==> config.mk <==
export PLATFORM = sky130hd
export DESIGN_NAME = ddmr_monitor
export DESIGN_NICKNAME = d
export VERILOG_FILES = /design/src/design/ddmr_pkg.sv /design/src/design/ddmr_avg_if.sv /design/src/design/ddmr_monitor.sv /design/src/design/ddmr_txp_avg.sv
export SDC_FILE = /design/constraint.sdc
export NUM_CORES = 1
export LEC_CHECK = 0
export ABC_AREA = 1
export BUFFER_PORTS_ARGS = -buffer_cell sky130_fd_sc_hd__buf_2
export CELL_PAD_IN_SITES_DETAIL_PLACEMENT = 0
export CELL_PAD_IN_SITES_GLOBAL_PLACEMENT = 1
export CORE_MARGIN = 2
export CORE_UTILIZATION = 30
export DETAILED_ROUTE_END_ITERATION = 6
export PLACE_DENSITY_LB_ADDON = 0.1
export SLEW_MARGIN = 20
export SYNTH_ARGS = -nofsm -noshare
export SYNTH_HDL_FRONTEND = slang
export SYNTH_SLANG_ARGS = --single-unit
==> constraint.sdc <==
create_clock -name clk -period 7.1 [get_ports clk]
set_input_delay 1.42 -clock clk [delete_from_list [all_inputs] [get_ports clk]]
set_output_delay 1.42 -clock clk [all_outputs]
set_load 0.05 [all_outputs]
==> src/design/ddmr_pkg.sv <==
// Package of constants for the diagnostics result reporting block
package ddmr_pkg;

  // ==========================================================
  // Timing
  localparam int CLK_NS = 10;
  localparam int SAMPLE_NS = 100;
  localparam int SAMPLE_CYC = SAMPLE_NS / CLK_NS;
  localparam int UPDATE_MS = 10;
  localparam int UPDATE_CYC = UPDATE_MS * 1000000 / CLK_NS;
  localparam int STARTUP_US = 100;
  localparam int STARTUP_CYC = STARTUP_US * 1000 / CLK_NS;
  localparam logic [1:0] AVG_LAST = 2'h3;
  localparam int AVG_SHIFT = 2;
  localparam logic [8:0] TXP_SHORT_LAST = 9'h01f;
  localparam logic [8:0] TXP_LONG_LAST = 9'h0ff;
  localparam int TXP_SHORT_SHIFT = 5;
  localparam int TXP_LONG_SHIFT = 8;
  localparam logic [11:0] TXP_MIN = 12'h020;
  localparam logic [11:0] TXP_MAX = 12'hff0;

  // ==========================================================
  // Laser current arithmetic, in 58.5 uA codes
  localparam logic [10:0] DC_OFFSET = 11'h00c;
  localparam logic [9:0] MOD_OFFSET = 10'h010;
  localparam logic [5:0] MOD_DC_NUM = 6'h05;
  localparam int MOD_DC_SHIFT = 4;
  localparam logic [5:0] MOD_AVG_NUM = 6'h3e;
  localparam int MOD_AVG_SHIFT = 5;
  localparam logic [7:0] RESTART_CODE = 8'h68;

  // ==========================================================
  // Result slots
  localparam int NUM_ADC = 7;
  localparam int NUM_RES = 9;
  localparam int CH_DIE = 5;
  localparam int CH_REMOTE = 6;
  localparam int CH_RSSI = 4;
  localparam int RES_LASER = 7;
  localparam int RES_TXP = 8;

  // ==========================================================
  // Register map
  localparam logic [7:0] A_MODE = 8'h00;
  localparam logic [7:0] A_FMASK1 = 8'h5c;
  localparam logic [7:0] A_FMASK2 = 8'h5d;
  localparam logic [7:0] A_RES_BASE = 8'h60;
  localparam logic [7:0] A_FSTAT1 = 8'h72;
  localparam logic [7:0] A_FSTAT2 = 8'h73;
  localparam logic [7:0] A_CTRL = 8'h74;
  localparam logic [7:0] A_DC_HI = 8'h75;
  localparam logic [7:0] A_DC_LO = 8'h76;
  localparam logic [7:0] A_MOD_HI = 8'h77;
  localparam logic [7:0] A_MOD_LO = 8'h78;
  localparam logic [7:0] A_LOOP = 8'h79;
  localparam logic [7:0] A_DDM_STAT = 8'h7a;

  // ==========================================================
  // Fields
  localparam int B_RPT_SEL = 0;
  localparam int B_AVG_CNT = 1;
  localparam int B_RES_AVG = 2;
  localparam int B_GLOBAL_MASK = 3;
  localparam int B_XCVR_ON = 4;
  localparam int B_TX_EN = 5;
  localparam int B_RX_SQ = 6;
  localparam int B_TX_SQ = 7;
  localparam int B_LOOP_T2R = 0;
  localparam int B_LOOP_R2T = 1;
  localparam int B_STRENGTH_FAIL = 0;
  localparam int B_SHDN = 1;

  // ==========================================================
  // Reset values
  localparam logic [7:0] MODE_RST = 8'h00;
  localparam logic [7:0] FMASK1_RST = 8'h70;
  localparam logic [7:0] FMASK2_RST = 8'h00;
  localparam logic [7:0] CTRL_RST = 8'h30;
  localparam logic [7:0] LOOP_RST = 8'h00;
  localparam logic [9:0] DC_RST = 10'h000;
  localparam logic [8:0] MOD_RST = 9'h000;

  typedef enum logic [2:0] {
    TX_STARTUP = 3'b001,
    TX_RUN = 3'b010,
    TX_FAULT = 3'b100
  } ddmr_tx_state_t;

endpackage

==> src/design/ddmr_avg_if.sv <==
// Interface between the monitor top and its power averager
`timescale 1ns/1ps
interface ddmr_avg_if;
  logic sample_stb;
  logic [11:0] sample;
  logic long_avg;
  logic result_stb;
  logic [11:0] result;
  modport src (output sample_stb, sample, long_avg, input result_stb, result);
  modport avg (input sample_stb, sample, long_avg, output result_stb, result);
endinterface

==> src/design/ddmr_monitor.sv <==
// Diagnostics result reporting, fault masking and loopback top
// How it works
// - Supply voltages are unsigned 12-bit codes
// - Select 0 reports DC plus modulation over 3.2
// - DC and modulation currents from offset settings
// - Select 1 reports DC plus 1.9375 modulation
// - DC report ranges 17 to 1199
// - Average report ranges 43 to 2056
// - Laser report frozen while transmitter shut down
// - Power result clamped 32 to 4080
// - Sample every 100 ns, average 32/256
// - Results update every 10 or 40 ms
// - Unsigned results clamp negative inputs to zero
// - Temperature: signed integer byte, fraction byte
// - Sourced strength current sets low fail flag
// - Loopback paths transmit-to-receive and receive-to-laser
// - Squelch blocks outputs without input signal
// - Faults recorded in two status registers, maskable
// - Masked faults flag but cause no condition
// - Unmasked fault shuts transmitter unless globally masked
`timescale 1ns/1ps
module ddmr_monitor #(
  parameter int UPDATE_CYCLES = ddmr_pkg::UPDATE_CYC,
  parameter int STARTUP_CYCLES = ddmr_pkg::STARTUP_CYC
) (
  input wire logic clk,
  input wire logic rst,
  input wire logic ce,
  input wire logic [7:0] reg_addr,
  input wire logic reg_wr,
  input wire logic reg_rd,
  input wire logic [7:0] reg_wdata,
  output logic [7:0] reg_rdata,
  input wire logic adc_valid,
  input wire logic [2:0] adc_chan,
  input wire logic signed [16:0] adc_data,
  input wire logic [11:0] monitor_diode_input,
  input wire logic rssi_sourcing,
  input wire logic [15:0] fault_ind,
  input wire logic disable_pin,
  input wire logic tx_input,
  input wire logic rx_input,
  input wire logic tx_sig_present,
  input wire logic rx_sig_present,
  output logic rx_output,
  output logic laser_anode_out,
  output logic laser_cathode_out,
  output logic tx_shutdown_status_bit,
  output logic strength_low_fail_flag
);

  localparam int UW = $clog2(UPDATE_CYCLES + 1);
  localparam int SW = $clog2(STARTUP_CYCLES + 1);

  ddmr_avg_if avg_bus ();

  logic [7:0] mode_control_reg;
  logic [7:0] fault_mask_one;
  logic [7:0] fault_mask_two;
  logic [7:0] tx_fault_status_one;
  logic [7:0] tx_fault_status_two;
  logic [7:0] ctrl;
  logic [7:0] loop_ctrl;
  logic [9:0] dc_current_setting;
  logic [8:0] modulation_setting;
  logic signed [16:0] latest [ddmr_pkg::NUM_ADC];
  logic signed [18:0] acc [ddmr_pkg::NUM_ADC];
  logic [15:0] result [ddmr_pkg::NUM_ADC];
  logic [15:0] res_view [ddmr_pkg::NUM_RES];
  logic [11:0] laser_current_report;
  logic [15:0] snap;
  logic [UW-1:0] upd_cnt;
  logic upd_tick;
  logic [1:0] avg_cnt;
  logic [SW-1:0] start_cnt;
  logic [3:0] smp_cnt;
  logic disable_d;
  logic restart_req;
  logic fault_cond;
  logic next_shutdown;
  ddmr_pkg::ddmr_tx_state_t tx_state;

  // ==========================================================
  // Helpers
  function automatic logic [15:0] fit(input logic signed [18:0] v, input int ch);
    logic [15:0] r;
    r = v[15:0];
    if (ch == ddmr_pkg::CH_DIE || ch == ddmr_pkg::CH_REMOTE) begin
      if (v > 19'sh07fff) begin
        r = 16'h7fff;
      end else if (v < -19'sh08000) begin
        r = 16'h8000;
      end
    end else if (v < 19'sh00000) begin
      r = 16'h0000;
    end else if (ch == ddmr_pkg::CH_RSSI) begin
      if (v > 19'sh0ffff) begin
        r = 16'hffff;
      end
    end else if (v > 19'sh00fff) begin
      r = 16'h0fff;
    end
    return r;
  endfunction

  function automatic logic is_result(input logic [7:0] a);
    return a >= ddmr_pkg::A_RES_BASE && a < ddmr_pkg::A_RES_BASE + 8'(2 * ddmr_pkg::NUM_RES);
  endfunction

  function automatic logic [3:0] res_index(input logic [7:0] a);
    logic [7:0] d;
    d = a - ddmr_pkg::A_RES_BASE;
    return d[4:1];
  endfunction

  // ==========================================================
  // Result view
  always_comb begin
    for (int i = 0; i < ddmr_pkg::NUM_ADC; i++) begin
      res_view[i] = result[i];
    end
    res_view[ddmr_pkg::RES_LASER] = {4'h0, laser_current_report};
    res_view[ddmr_pkg::RES_TXP] = {4'h0, avg_bus.result};
  end

  // ==========================================================
  // Control registers
  always_ff @(posedge clk) begin
    if (rst) begin
      mode_control_reg <= ddmr_pkg::MODE_RST;
      fault_mask_one <= ddmr_pkg::FMASK1_RST;
      fault_mask_two <= ddmr_pkg::FMASK2_RST;
      ctrl <= ddmr_pkg::CTRL_RST;
      loop_ctrl <= ddmr_pkg::LOOP_RST;
      dc_current_setting <= ddmr_pkg::DC_RST;
      modulation_setting <= ddmr_pkg::MOD_RST;
    end else if (ce && reg_wr) begin
      unique case (reg_addr)
        ddmr_pkg::A_MODE: mode_control_reg <= reg_wdata;
        ddmr_pkg::A_FMASK1: fault_mask_one <= reg_wdata;
        ddmr_pkg::A_FMASK2: fault_mask_two <= reg_wdata;
        ddmr_pkg::A_CTRL: ctrl <= reg_wdata;
        ddmr_pkg::A_LOOP: loop_ctrl <= reg_wdata;
        ddmr_pkg::A_DC_HI: dc_current_setting[9:8] <= reg_wdata[1:0];
        ddmr_pkg::A_DC_LO: dc_current_setting[7:0] <= reg_wdata;
        ddmr_pkg::A_MOD_HI: modulation_setting[8] <= reg_wdata[0];
        ddmr_pkg::A_MOD_LO: modulation_setting[7:0] <= reg_wdata;
        default: begin
        end
      endcase
    end
  end

  // ==========================================================
  // Read port with pair snapshot
  always_ff @(posedge clk) begin
    if (rst) begin
      reg_rdata <= 8'h00;
      snap <= 16'h0000;
    end else if (ce && reg_rd) begin
      reg_rdata <= 8'h00;
      if (is_result(reg_addr)) begin
        if (!reg_addr[0]) begin
          reg_rdata <= res_view[res_index(reg_addr)][15:8];
          snap <= res_view[res_index(reg_addr)];
        end else begin
          // Lower byte comes from the snapshot so an update cannot split the pair
          reg_rdata <= snap[7:0];
        end
      end else begin
        unique case (reg_addr)
          ddmr_pkg::A_MODE: reg_rdata <= mode_control_reg;
          ddmr_pkg::A_FMASK1: reg_rdata <= fault_mask_one;
          ddmr_pkg::A_FMASK2: reg_rdata <= fault_mask_two;
          ddmr_pkg::A_FSTAT1: reg_rdata <= tx_fault_status_one;
          ddmr_pkg::A_FSTAT2: reg_rdata <= tx_fault_status_two;
          ddmr_pkg::A_CTRL: reg_rdata <= ctrl;
          ddmr_pkg::A_LOOP: reg_rdata <= loop_ctrl;
          ddmr_pkg::A_DC_HI: reg_rdata <= {6'h00, dc_current_setting[9:8]};
          ddmr_pkg::A_DC_LO: reg_rdata <= dc_current_setting[7:0];
          ddmr_pkg::A_MOD_HI: reg_rdata <= {7'h00, modulation_setting[8]};
          ddmr_pkg::A_MOD_LO: reg_rdata <= modulation_setting[7:0];
          ddmr_pkg::A_DDM_STAT: begin
            reg_rdata[ddmr_pkg::B_STRENGTH_FAIL] <= strength_low_fail_flag;
            reg_rdata[ddmr_pkg::B_SHDN] <= tx_shutdown_status_bit;
          end
          default: begin
          end
        endcase
      end
    end
  end

  // ==========================================================
  // Sticky status, cleared on read; a new event wins over the clear
  always_ff @(posedge clk) begin
    if (rst) begin
      tx_fault_status_one <= 8'h00;
      tx_fault_status_two <= 8'h00;
      strength_low_fail_flag <= 1'b0;
    end else if (ce) begin
      // Masks are not applied here: a masked fault still flags
      tx_fault_status_one <= ((reg_rd && reg_addr == ddmr_pkg::A_FSTAT1) ?
                              8'h00 : tx_fault_status_one) | fault_ind[7:0];
      tx_fault_status_two <= ((reg_rd && reg_addr == ddmr_pkg::A_FSTAT2) ?
                              8'h00 : tx_fault_status_two) | fault_ind[15:8];
      strength_low_fail_flag <= ((reg_rd && reg_addr == ddmr_pkg::A_DDM_STAT) ?
                                 1'b0 : strength_low_fail_flag) | rssi_sourcing;
    end
  end

  // ==========================================================
  // Fault condition and transmitter state
  assign fault_cond = |(fault_ind & ~{fault_mask_two, fault_mask_one})
                      && !ctrl[ddmr_pkg::B_GLOBAL_MASK];
  assign restart_req = (reg_wr && reg_addr == ddmr_pkg::A_MODE &&
                        reg_wdata == ddmr_pkg::RESTART_CODE)
                       || (disable_d && !disable_pin);

  always_ff @(posedge clk) begin
    if (rst) begin
      disable_d <= 1'b0;
    end else if (ce) begin
      disable_d <= disable_pin;
    end
  end

  always_ff @(posedge clk) begin
    if (rst) begin
      tx_state <= ddmr_pkg::TX_STARTUP;
      start_cnt <= '0;
    end else if (ce) begin
      unique case (tx_state)
        ddmr_pkg::TX_STARTUP: begin
          start_cnt <= start_cnt + SW'(1);
          if (start_cnt == SW'(STARTUP_CYCLES - 1)) begin
            tx_state <= ddmr_pkg::TX_RUN;
          end
        end
        ddmr_pkg::TX_RUN: begin
          if (fault_cond) begin
            tx_state <= ddmr_pkg::TX_FAULT;
          end
        end
        ddmr_pkg::TX_FAULT: begin
          // Restart only once the cause is gone
          if (restart_req && !fault_cond) begin
            tx_state <= ddmr_pkg::TX_RUN;
          end
        end
      endcase
    end
  end

  assign next_shutdown = tx_state != ddmr_pkg::TX_RUN || disable_pin ||
                         !ctrl[ddmr_pkg::B_TX_EN] || !ctrl[ddmr_pkg::B_XCVR_ON];

  always_ff @(posedge clk) begin
    if (rst) begin
      tx_shutdown_status_bit <= 1'b1;
    end else if (ce) begin
      tx_shutdown_status_bit <= next_shutdown;
    end
  end

  // ==========================================================
  // Monitor diode sampling and laser current report
  assign avg_bus.sample_stb = !tx_shutdown_status_bit &&
                              smp_cnt == 4'(ddmr_pkg::SAMPLE_CYC - 1);
  assign avg_bus.sample = monitor_diode_input;
  assign avg_bus.long_avg = ctrl[ddmr_pkg::B_AVG_CNT];

  always_ff @(posedge clk) begin
    if (rst) begin
      smp_cnt <= 4'h0;
    end else if (ce) begin
      if (tx_shutdown_status_bit || avg_bus.sample_stb) begin
        smp_cnt <= 4'h0;
      end else begin
        smp_cnt <= smp_cnt + 4'h1;
      end
    end
  end

  ddmr_txp_avg u_txp (
    .clk(clk),
    .rst(rst),
    .ce(ce),
    .port(avg_bus.avg)
  );

  logic [10:0] dc_code;
  logic [9:0] mod_code;
  logic [15:0] mod_dc;
  logic [15:0] mod_avg;
  assign dc_code = {1'b0, dc_current_setting} + ddmr_pkg::DC_OFFSET;
  assign mod_code = {1'b0, modulation_setting} + ddmr_pkg::MOD_OFFSET;
  assign mod_dc = (16'(mod_code) * 16'(ddmr_pkg::MOD_DC_NUM)) >> ddmr_pkg::MOD_DC_SHIFT;
  assign mod_avg = (16'(mod_code) * 16'(ddmr_pkg::MOD_AVG_NUM)) >> ddmr_pkg::MOD_AVG_SHIFT;

  always_ff @(posedge clk) begin
    if (rst) begin
      laser_current_report <= 12'h000;
    end else if (ce && avg_bus.result_stb && !tx_shutdown_status_bit) begin
      // Coefficient choices hold the report inside 17..1199 and 43..2056
      if (ctrl[ddmr_pkg::B_RPT_SEL]) begin
        laser_current_report <= 12'({5'h00, dc_code} + mod_avg);
      end else begin
        laser_current_report <= 12'({5'h00, dc_code} + mod_dc);
      end
    end
  end

  // ==========================================================
  // Slow results: 10 ms tick, optional fourfold average
  always_ff @(posedge clk) begin
    if (rst) begin
      upd_cnt <= '0;
      upd_tick <= 1'b0;
    end else if (ce) begin
      upd_tick <= upd_cnt == UW'(UPDATE_CYCLES - 1);
      upd_cnt <= (upd_cnt == UW'(UPDATE_CYCLES - 1)) ? '0 : upd_cnt + UW'(1);
    end
  end

  always_ff @(posedge clk) begin
    if (rst) begin
      avg_cnt <= 2'h0;
    end else if (ce && upd_tick) begin
      avg_cnt <= ctrl[ddmr_pkg::B_RES_AVG] ? avg_cnt + 2'h1 : 2'h0;
    end
  end

  for (genvar g = 0; g < ddmr_pkg::NUM_ADC; g++) begin : g_chan
    logic signed [18:0] total;
    assign total = acc[g] + 19'(latest[g]);

    always_ff @(posedge clk) begin
      if (rst) begin
        latest[g] <= 17'sh00000;
      end else if (ce && adc_valid && adc_chan == 3'(g)) begin
        latest[g] <= adc_data;
      end
    end

    always_ff @(posedge clk) begin
      if (rst) begin
        acc[g] <= 19'sh00000;
        result[g] <= 16'h0000;
      end else if (ce && upd_tick) begin
        if (!ctrl[ddmr_pkg::B_RES_AVG]) begin
          acc[g] <= 19'sh00000;
          result[g] <= fit(19'(latest[g]), g);
        end else if (avg_cnt == ddmr_pkg::AVG_LAST) begin
          acc[g] <= 19'sh00000;
          result[g] <= fit(total >>> ddmr_pkg::AVG_SHIFT, g);
        end else begin
          acc[g] <= total;
        end
      end
    end
  end

  // ==========================================================
  // Loopback and squelch
  logic rx_src;
  logic tx_src;
  logic laser_on;
  assign rx_src = loop_ctrl[ddmr_pkg::B_LOOP_T2R] ? tx_input : rx_input;
  assign tx_src = loop_ctrl[ddmr_pkg::B_LOOP_R2T] ? rx_input : tx_input;
  assign laser_on = !next_shutdown &&
                    !(ctrl[ddmr_pkg::B_TX_SQ] && !tx_sig_present);

  always_ff @(posedge clk) begin
    if (rst) begin
      rx_output <= 1'b0;
      laser_anode_out <= 1'b0;
      laser_cathode_out <= 1'b0;
    end else if (ce) begin
      rx_output <= rx_src && !(ctrl[ddmr_pkg::B_RX_SQ] && !rx_sig_present);
      laser_anode_out <= laser_on && tx_src;
      laser_cathode_out <= laser_on && !tx_src;
    end
  end

endmodule

==> src/design/ddmr_txp_avg.sv <==
// Monitor diode sample averager for the transmit power result
`timescale 1ns/1ps
module ddmr_txp_avg (
  input wire logic clk,
  input wire logic rst,
  input wire logic ce,
  ddmr_avg_if.avg port
);

  logic [19:0] sum;
  logic [8:0] cnt;
  logic [19:0] total;
  logic [11:0] mean;

  always_comb begin
    total = sum + {8'h00, port.sample};
    if (port.long_avg) begin
      mean = total[ddmr_pkg::TXP_LONG_SHIFT +: 12];
    end else begin
      mean = total[ddmr_pkg::TXP_SHORT_SHIFT +: 12];
    end
  end

  // ==========================================================
  // Accumulate and publish
  always_ff @(posedge clk) begin
    if (rst) begin
      sum <= 20'h00000;
      cnt <= 9'h000;
      port.result_stb <= 1'b0;
      port.result <= ddmr_pkg::TXP_MIN;
    end else if (ce) begin
      port.result_stb <= 1'b0;
      if (port.sample_stb) begin
        // A change to short depth mid-window ends the window early; a change to long extends it
        if (cnt >= (port.long_avg ? ddmr_pkg::TXP_LONG_LAST : ddmr_pkg::TXP_SHORT_LAST)) begin
          sum <= 20'h00000;
          cnt <= 9'h000;
          port.result_stb <= 1'b1;
          if (mean < ddmr_pkg::TXP_MIN) begin
            port.result <= ddmr_pkg::TXP_MIN;
          end else if (mean > ddmr_pkg::TXP_MAX) begin
            port.result <= ddmr_pkg::TXP_MAX;
          end else begin
            port.result <= mean;
          end
        end else begin
          sum <= total;
          cnt <= cnt + 9'h001;
        end
      end
    end
  end

endmodule

# Yosys cells after proc, flatten, opt, wreduce, memory -nomap -nowiden
# Memories as Yosys holds them, arrays and structs flattened.
# Cells that the tools add are included.
# op_classes
addsub	18
mul	2
magnitude_cmp	34
n_eq_ne	29
mux	184
n_bitwise	49
n_reduce_logical	63
# op_table
operator	n
2-to-1 mux 16 bit	93
2-to-1 mux 19 bit	21
less-than comparator 17 x 1 -> 1 bit (second input constant)	10
> comparator 17 x 13 -> 1 bit (second input constant)	8
adder 19 x 17 -> 19 bit	7
2-to-1 mux 17 bit	7
equality test 8 x 7 -> 1 bit (second input constant)	12
> comparator 17 x 16 -> 1 bit (second input constant)	4
less-than comparator 17 x 16 -> 1 bit (second input constant)	4
binary-select mux 16 bit (select 4 bit)	1
one-hot mux 6 bit (9 select lines)	1
2-to-1 mux 12 bit	4
OR 1 bit	43
2-to-1 mux 1 bit	42
2-to-1 mux 20 bit	2
2-to-1 mux 8 bit	5
> comparator 17 bit (second input constant)	2
logical AND 1 bit	29
one-hot mux 2 bit (12 select lines)	1
AND reduction 2 bit	11
adder 20 x 1 -> 20 bit (second input constant)	1
adder 20 x 12 -> 20 bit	1
equality test 20 bit (second input constant)	1
AND 16 bit	1
41 further kinds	68
# word_totals
register_bits	195
mem_bits_rw	364
inputBits	76
output_inout_bits	13
elab_cells	412
n_memories	3
# mem_list
name	depth	word_bits	rd	rd_clocked_by_memory_dff	write_ports	line	source
acc	7	19	7	0	7	ddmr_monitor.sv:67	logic signed [18:0] acc [ddmr_pkg::NUM_ADC];
latest	7	17	7	0	7	ddmr_monitor.sv:66	logic signed [16:0] latest [ddmr_pkg::NUM_ADC];
result	7	16	7	0	7	ddmr_monitor.sv:68	logic [15:0] result [ddmr_pkg::NUM_ADC];

# Longest topological paths before layout
# An unclocked memory read counts as a cell.
# depth
ltp_word	10
ltp_mapped	31
mapped_depth_nobuf	31

# By module
# Synthesis repeated with hierarchy kept, for this count alone.
# hier_totals
hier_cells	4475
hier_area_um2	34717.0
# modules_own_cells
module	n_inst	cells_per_inst	area_per_inst_um2	seq_area_each_um2
ddmr_monitor	1	3962	31616.6	13993.4
ddmr_txp_avg	1	513	3100.5	840.8

# Least setup slack after synthesis
# No wires, ideal clock.
# synth_timing
path_kind	input to register
from	input port rst
to	memory acc[0][0] (enable)
setup_ps	1308
arrival_ps	4946
t_required_ps	5792
slack_ps	846
cell_stages	8
n_path_buf	3
path_cell_list	buf_2 inv_2 nand2_1 nor3_2 buf_2 nor2_1 clkbuf_1 nand3_1
# synth_lines
element	line	source
from (decl)	ddmr_monitor.sv:27	input wire logic rst,
to (decl)	ddmr_monitor.sv:67	

# Worst setup path after layout
# layout_timing
from	register modulation_setting[4]
to	register laser_current_report[10]
# layout_between
elab_chain_len	4
# layout_lines
element	line	source
from (decl)	ddmr_monitor.sv:65	logic [8:0] modulation_setting;
from (signal assigned)	ddmr_monitor.sv:136	modulation_setting <= ddmr_pkg::MOD_RST;
from (signal assigned)	ddmr_monitor.sv:147	ddmr_pkg::A_MOD_LO: modulation_setting[7:0] <= reg_wdata;
adder 9 x 5 -> 10 bit (*)	ddmr_monitor.sv:297	assign mod_code = {1'b0, modulation_setting} + ddmr_pkg::MOD_OFFSET;
multiplier 10 x 3 -> 13 bit or multiplier 10 x 5 -> 15 bit (tied branches)	ddmr_monitor.sv:298, ddmr_monitor.sv:299	
adder 11 x 9 -> 12 bit or adder 11 x 11 -> 12 bit (tied branches)	ddmr_monitor.sv:309, ddmr_monitor.sv:307	
2-to-1 mux 12 bit (*)	ddmr_monitor.sv:306	if (ctrl[ddmr_pkg::B_RPT_SEL]) begin
to (signal assigned)	ddmr_monitor.sv:307	laser_current_report <= 12'({5'h00, dc_code} + mod_avg);
to (signal assigned)	ddmr_monitor.sv:309	laser_current_report <= 12'({5'h00, dc_code} + mod_dc);
to (decl)	ddmr_monitor.sv:70	logic [11:0] laser_current_report;
# Mark *: on every way between the ends. The rest lies on a longest branch, timed or not.
# A chain may end at the register's enable or synchronous reset.

==> flow_metrics.tcl <==
set metrics [dict create \
    portBuffers 88 \
    cp-start-kind "flip-flop" \
    dieHeight_um 339 \
    critical_path.cell_chain "ha_1, nand3_1, xor2_1, inv_1, ha_1, fa_1, ha_1, ha_1, a21o_1, nor2_1, nand3_1, a211oi_1, nor2_1, o21ai_0, a21oi_1, ha_1, inv_1, nor3_1, nand3_1, o2111ai_1, xor2_1, o21ai_0, inv_1" \
    synth_edf_count 364 \
    worstPathArrival_ns 6.10 \
    routedLengthMet1_mm 52.7 \
    ctsHoldBuffers 0 \
    antenna_found_initial 5 \
    grt_pass1_wl_mm 174 \
    netlist_instances 4191 \
    final_net_count 4576 \
    cts_sinks 559 \
    mostFrequentLayoutCell "nand2_1" \
    worst_pin_slew_ns 1.10 \
    path_max_fanout 8 \
    routed_wl_mm 115 \
    timing.final.crit_share_pct 78.4 \
    synth_top_area_share_pct 32.4 \
    maxCapViolCount 0 \
    ys_warn_count 0 \
    top_layer "met5" \
    ant_nets 0 \
    vias_per_cell 4.82 \
    crit_family "adder cells" \
    cts_buffers 74 \
    clkSlewWorstSetupHoldPaths_ns 0.06 \
    cts_tree "built" \
    max-vdd-ir-drop_v 0.000153 \
    crit_type "flip-flop to flip-flop" \
    p_leak_nw 16.6 \
    postCtsSetupBuffers 0 \
    gp_congestion 0.849 \
    num_rows 123 \
    synth_top_area_cell "edfxtp_1" \
    drive_above_1_share_pct 6.83 \
    slew_headroom_pct 26.7 \
    clk_latency_ns 0.64 \
    avgSynthCellArea_um2 8.05 \
    holdCritPathClass "flip-flop to flip-flop" \
    initial_core_util_pct 30.1 \
    area.growth.synth_to_final_pct 13.2 \
    syn-cell-area_um2 33700 \
    finalHoldViolCount 0 \
    synth-async-reset-ratio_pct 0 \
    cts-root-buf "clkbuf_16" \
    grt_pass1_vias 28100 \
    critPathBufInv 3 \
    crit_path_top_delay_cell "xor2_1" \
    met3_length_mm 4.31 \
    drtIter0Drc 1810 \
    grt.total_usage_pct 19.8 \
    cts_resized 0 \
    p_per_area_nw_per_um2 220 \
    crit_top_cell "ha_1" \
    die-area_um2 115000 \
    cts_buffer_depth 3 \
    gr-total-overflow 0 \
    wl_per_cell_um 19.8 \
    core_um2 112000 \
    drc 0 \
    fmax_mhz 180 \
    route.met2.wl_mm 55.5 \
    status "complete, no violations" \
    synth_area_leaders "edfxtp_1, dfxtp_1, nand2_1" \
    cp.required_ns 7.63 \
    grt_max_degree 86 \
    rsz0062_at_grt "no" \
    fin_setup_tns_ns 0 \
    synth_seq_cells 559 \
    final_cell_mix "nand2_1, nor2_1, inv_1" \
    cts_htree_levels 3 \
    largestRegisters "acc x133, latest x119, result x112" \
    yosysSeqAreaShare_pct 44.0 \
    setup_viol 0 \
    end_kind "flip-flop" \
    maxSlewViolCount 0 \
    synthDistinctLibCells 67 \
    slowest_delay_ns 0.57 \
    fp.dieW_um 339 \
    finClkSkew_ns 0.0308 \
    hpwl_mm 85.6 \
    ios 89 \
    dr.pass1.iters 5 \
    fin_crit_ns 5.57 \
    synth-main-ff-cell "edfxtp_1" \
    vias 28100 \
    finalPower_mw 8.39 \
    largest_reg_flops 133 \
    regMostFlops "acc" \
]
[report_power, final]
part | leakage (nW) | internal, mW | switching, mW
registers | 5.24 | 3.57 | 0.0677
logic | 10.2 | 0.297 | 0.712
clock network | 1.15 | 2.21 | 1.53
[logic make-up after synthesis]
logic type      Yosys count  share of synthesized area, %
simple gates           1879                          23.1
compound gates          786                          13.0
buf+inv                 589                          6.85
flops                   559                          44.0
fa+ha+maj               225                          8.95
xor+xnor                151                          4.04
other cells               1                        0.0111
mux                       1                        0.0297
[cell usage after synthesis (7+ instances only)]
| cell type | number |
|---|---|
| a211oi_1 | 22 |
| nor2_1 | 509 |
| nor3_1 | 45 |
| edfxtp_1 | 364 |
| o21ai_0 | 288 |
| clkbuf_1 | 75 |
| o22ai_1 | 26 |
| buf_4 | 7 |
| nor4_1 | 9 |
| buf_1 | 10 |
| nand2_2 | 16 |
| xnor2_1 | 56 |
| nand4_1 | 44 |
| fa_1 | 27 |
| nor2_2 | 16 |
| xor2_1 | 91 |
| a31oi_1 | 21 |
| o21bai_1 | 23 |
| buf_6 | 7 |
| a22o_1 | 15 |
| nand3_1 | 219 |
| a21o_1 | 19 |
| buf_2 | 16 |
| nand3b_1 | 7 |
| dfxtp_1 | 195 |
| ha_1 | 198 |
| inv_2 | 9 |
| o21ai_1 | 9 |
| a21oi_1 | 316 |
| nand2_1 | 974 |
| inv_1 | 462 |
[worst register-to-register path: stages, from the launching register on]
cell	delay, ns
dfxtp_1	0.56
ha_1	0.25
nand3_1	0.10
xor2_1	0.57
inv_1	0.30
ha_1	0.38
fa_1	0.47
ha_1	0.31
ha_1	0.36
a21o_1	0.18
nor2_1	0.10
nand3_1	0.14
a211oi_1	0.24
nor2_1	0.08
o21ai_0	0.15
a21oi_1	0.08
ha_1	0.35
inv_1	0.07
nor3_1	0.25
nand3_1	0.12
o2111ai_1	0.13
xor2_1	0.10
o21ai_0	0.15
inv_1	0.06
[layout make-up]
type / instances / area [um^2]
Antenna cell: 2 / 5.00
Clock buffer: 93 / 2080
Clock inverter: 39 / 319
Fill cell: 12100 / 73900
Inverter: 474 / 1780
Multi-Input combinational cell: 3058 / 16700
Sequential cell: 559 / 14800
Tap cell: 1500 / 1880
Timing Repair Buffer: 108 / 606
[through the flow]
step | instance area, um^2 | instances | utilization (%) | worst slack (ns) | hold slack [ns]
after detailed placement | 35800 | 5699 | 31.9 | 1.52 | 0.453
final | 38200 | 5833 | 34.1 | 1.53 | 0.457
after CTS | 38200 | 5831 | 34.1 | 1.47 | 0.461
after global placement | 35800 | 5699 | 31.9 | 1.60 | 0.446
after floorplan | 33800 | 4206 | - | 0.846 | 0.426
after global routing | 38200 | 5831 | 34.1 | 0.882 | 0.481
[layer usage]
layer | vias up | track usage, %
li1 | 14200 | -
met1 | 13200 | 26.1
met2 | 505 | 34.0
met3 | 134 | 2.95
met4 | 8 | 4.83
met5 | - | 0
[worst paths after layout]
check                           cells after the start                  endpoint                  start  slack (ns)
worst max-delay path                               23  laser_current_report[10]  modulation_setting[4]        1.53
worst min register to register                      2              loop_ctrl[5]           loop_ctrl[5]        0.46
worst max register to register                     23  laser_current_report[10]  modulation_setting[4]        1.53
worst min-delay path                                2              loop_ctrl[5]           loop_ctrl[5]        0.46
Note: power is estimated with default switching activity, not from simulation.
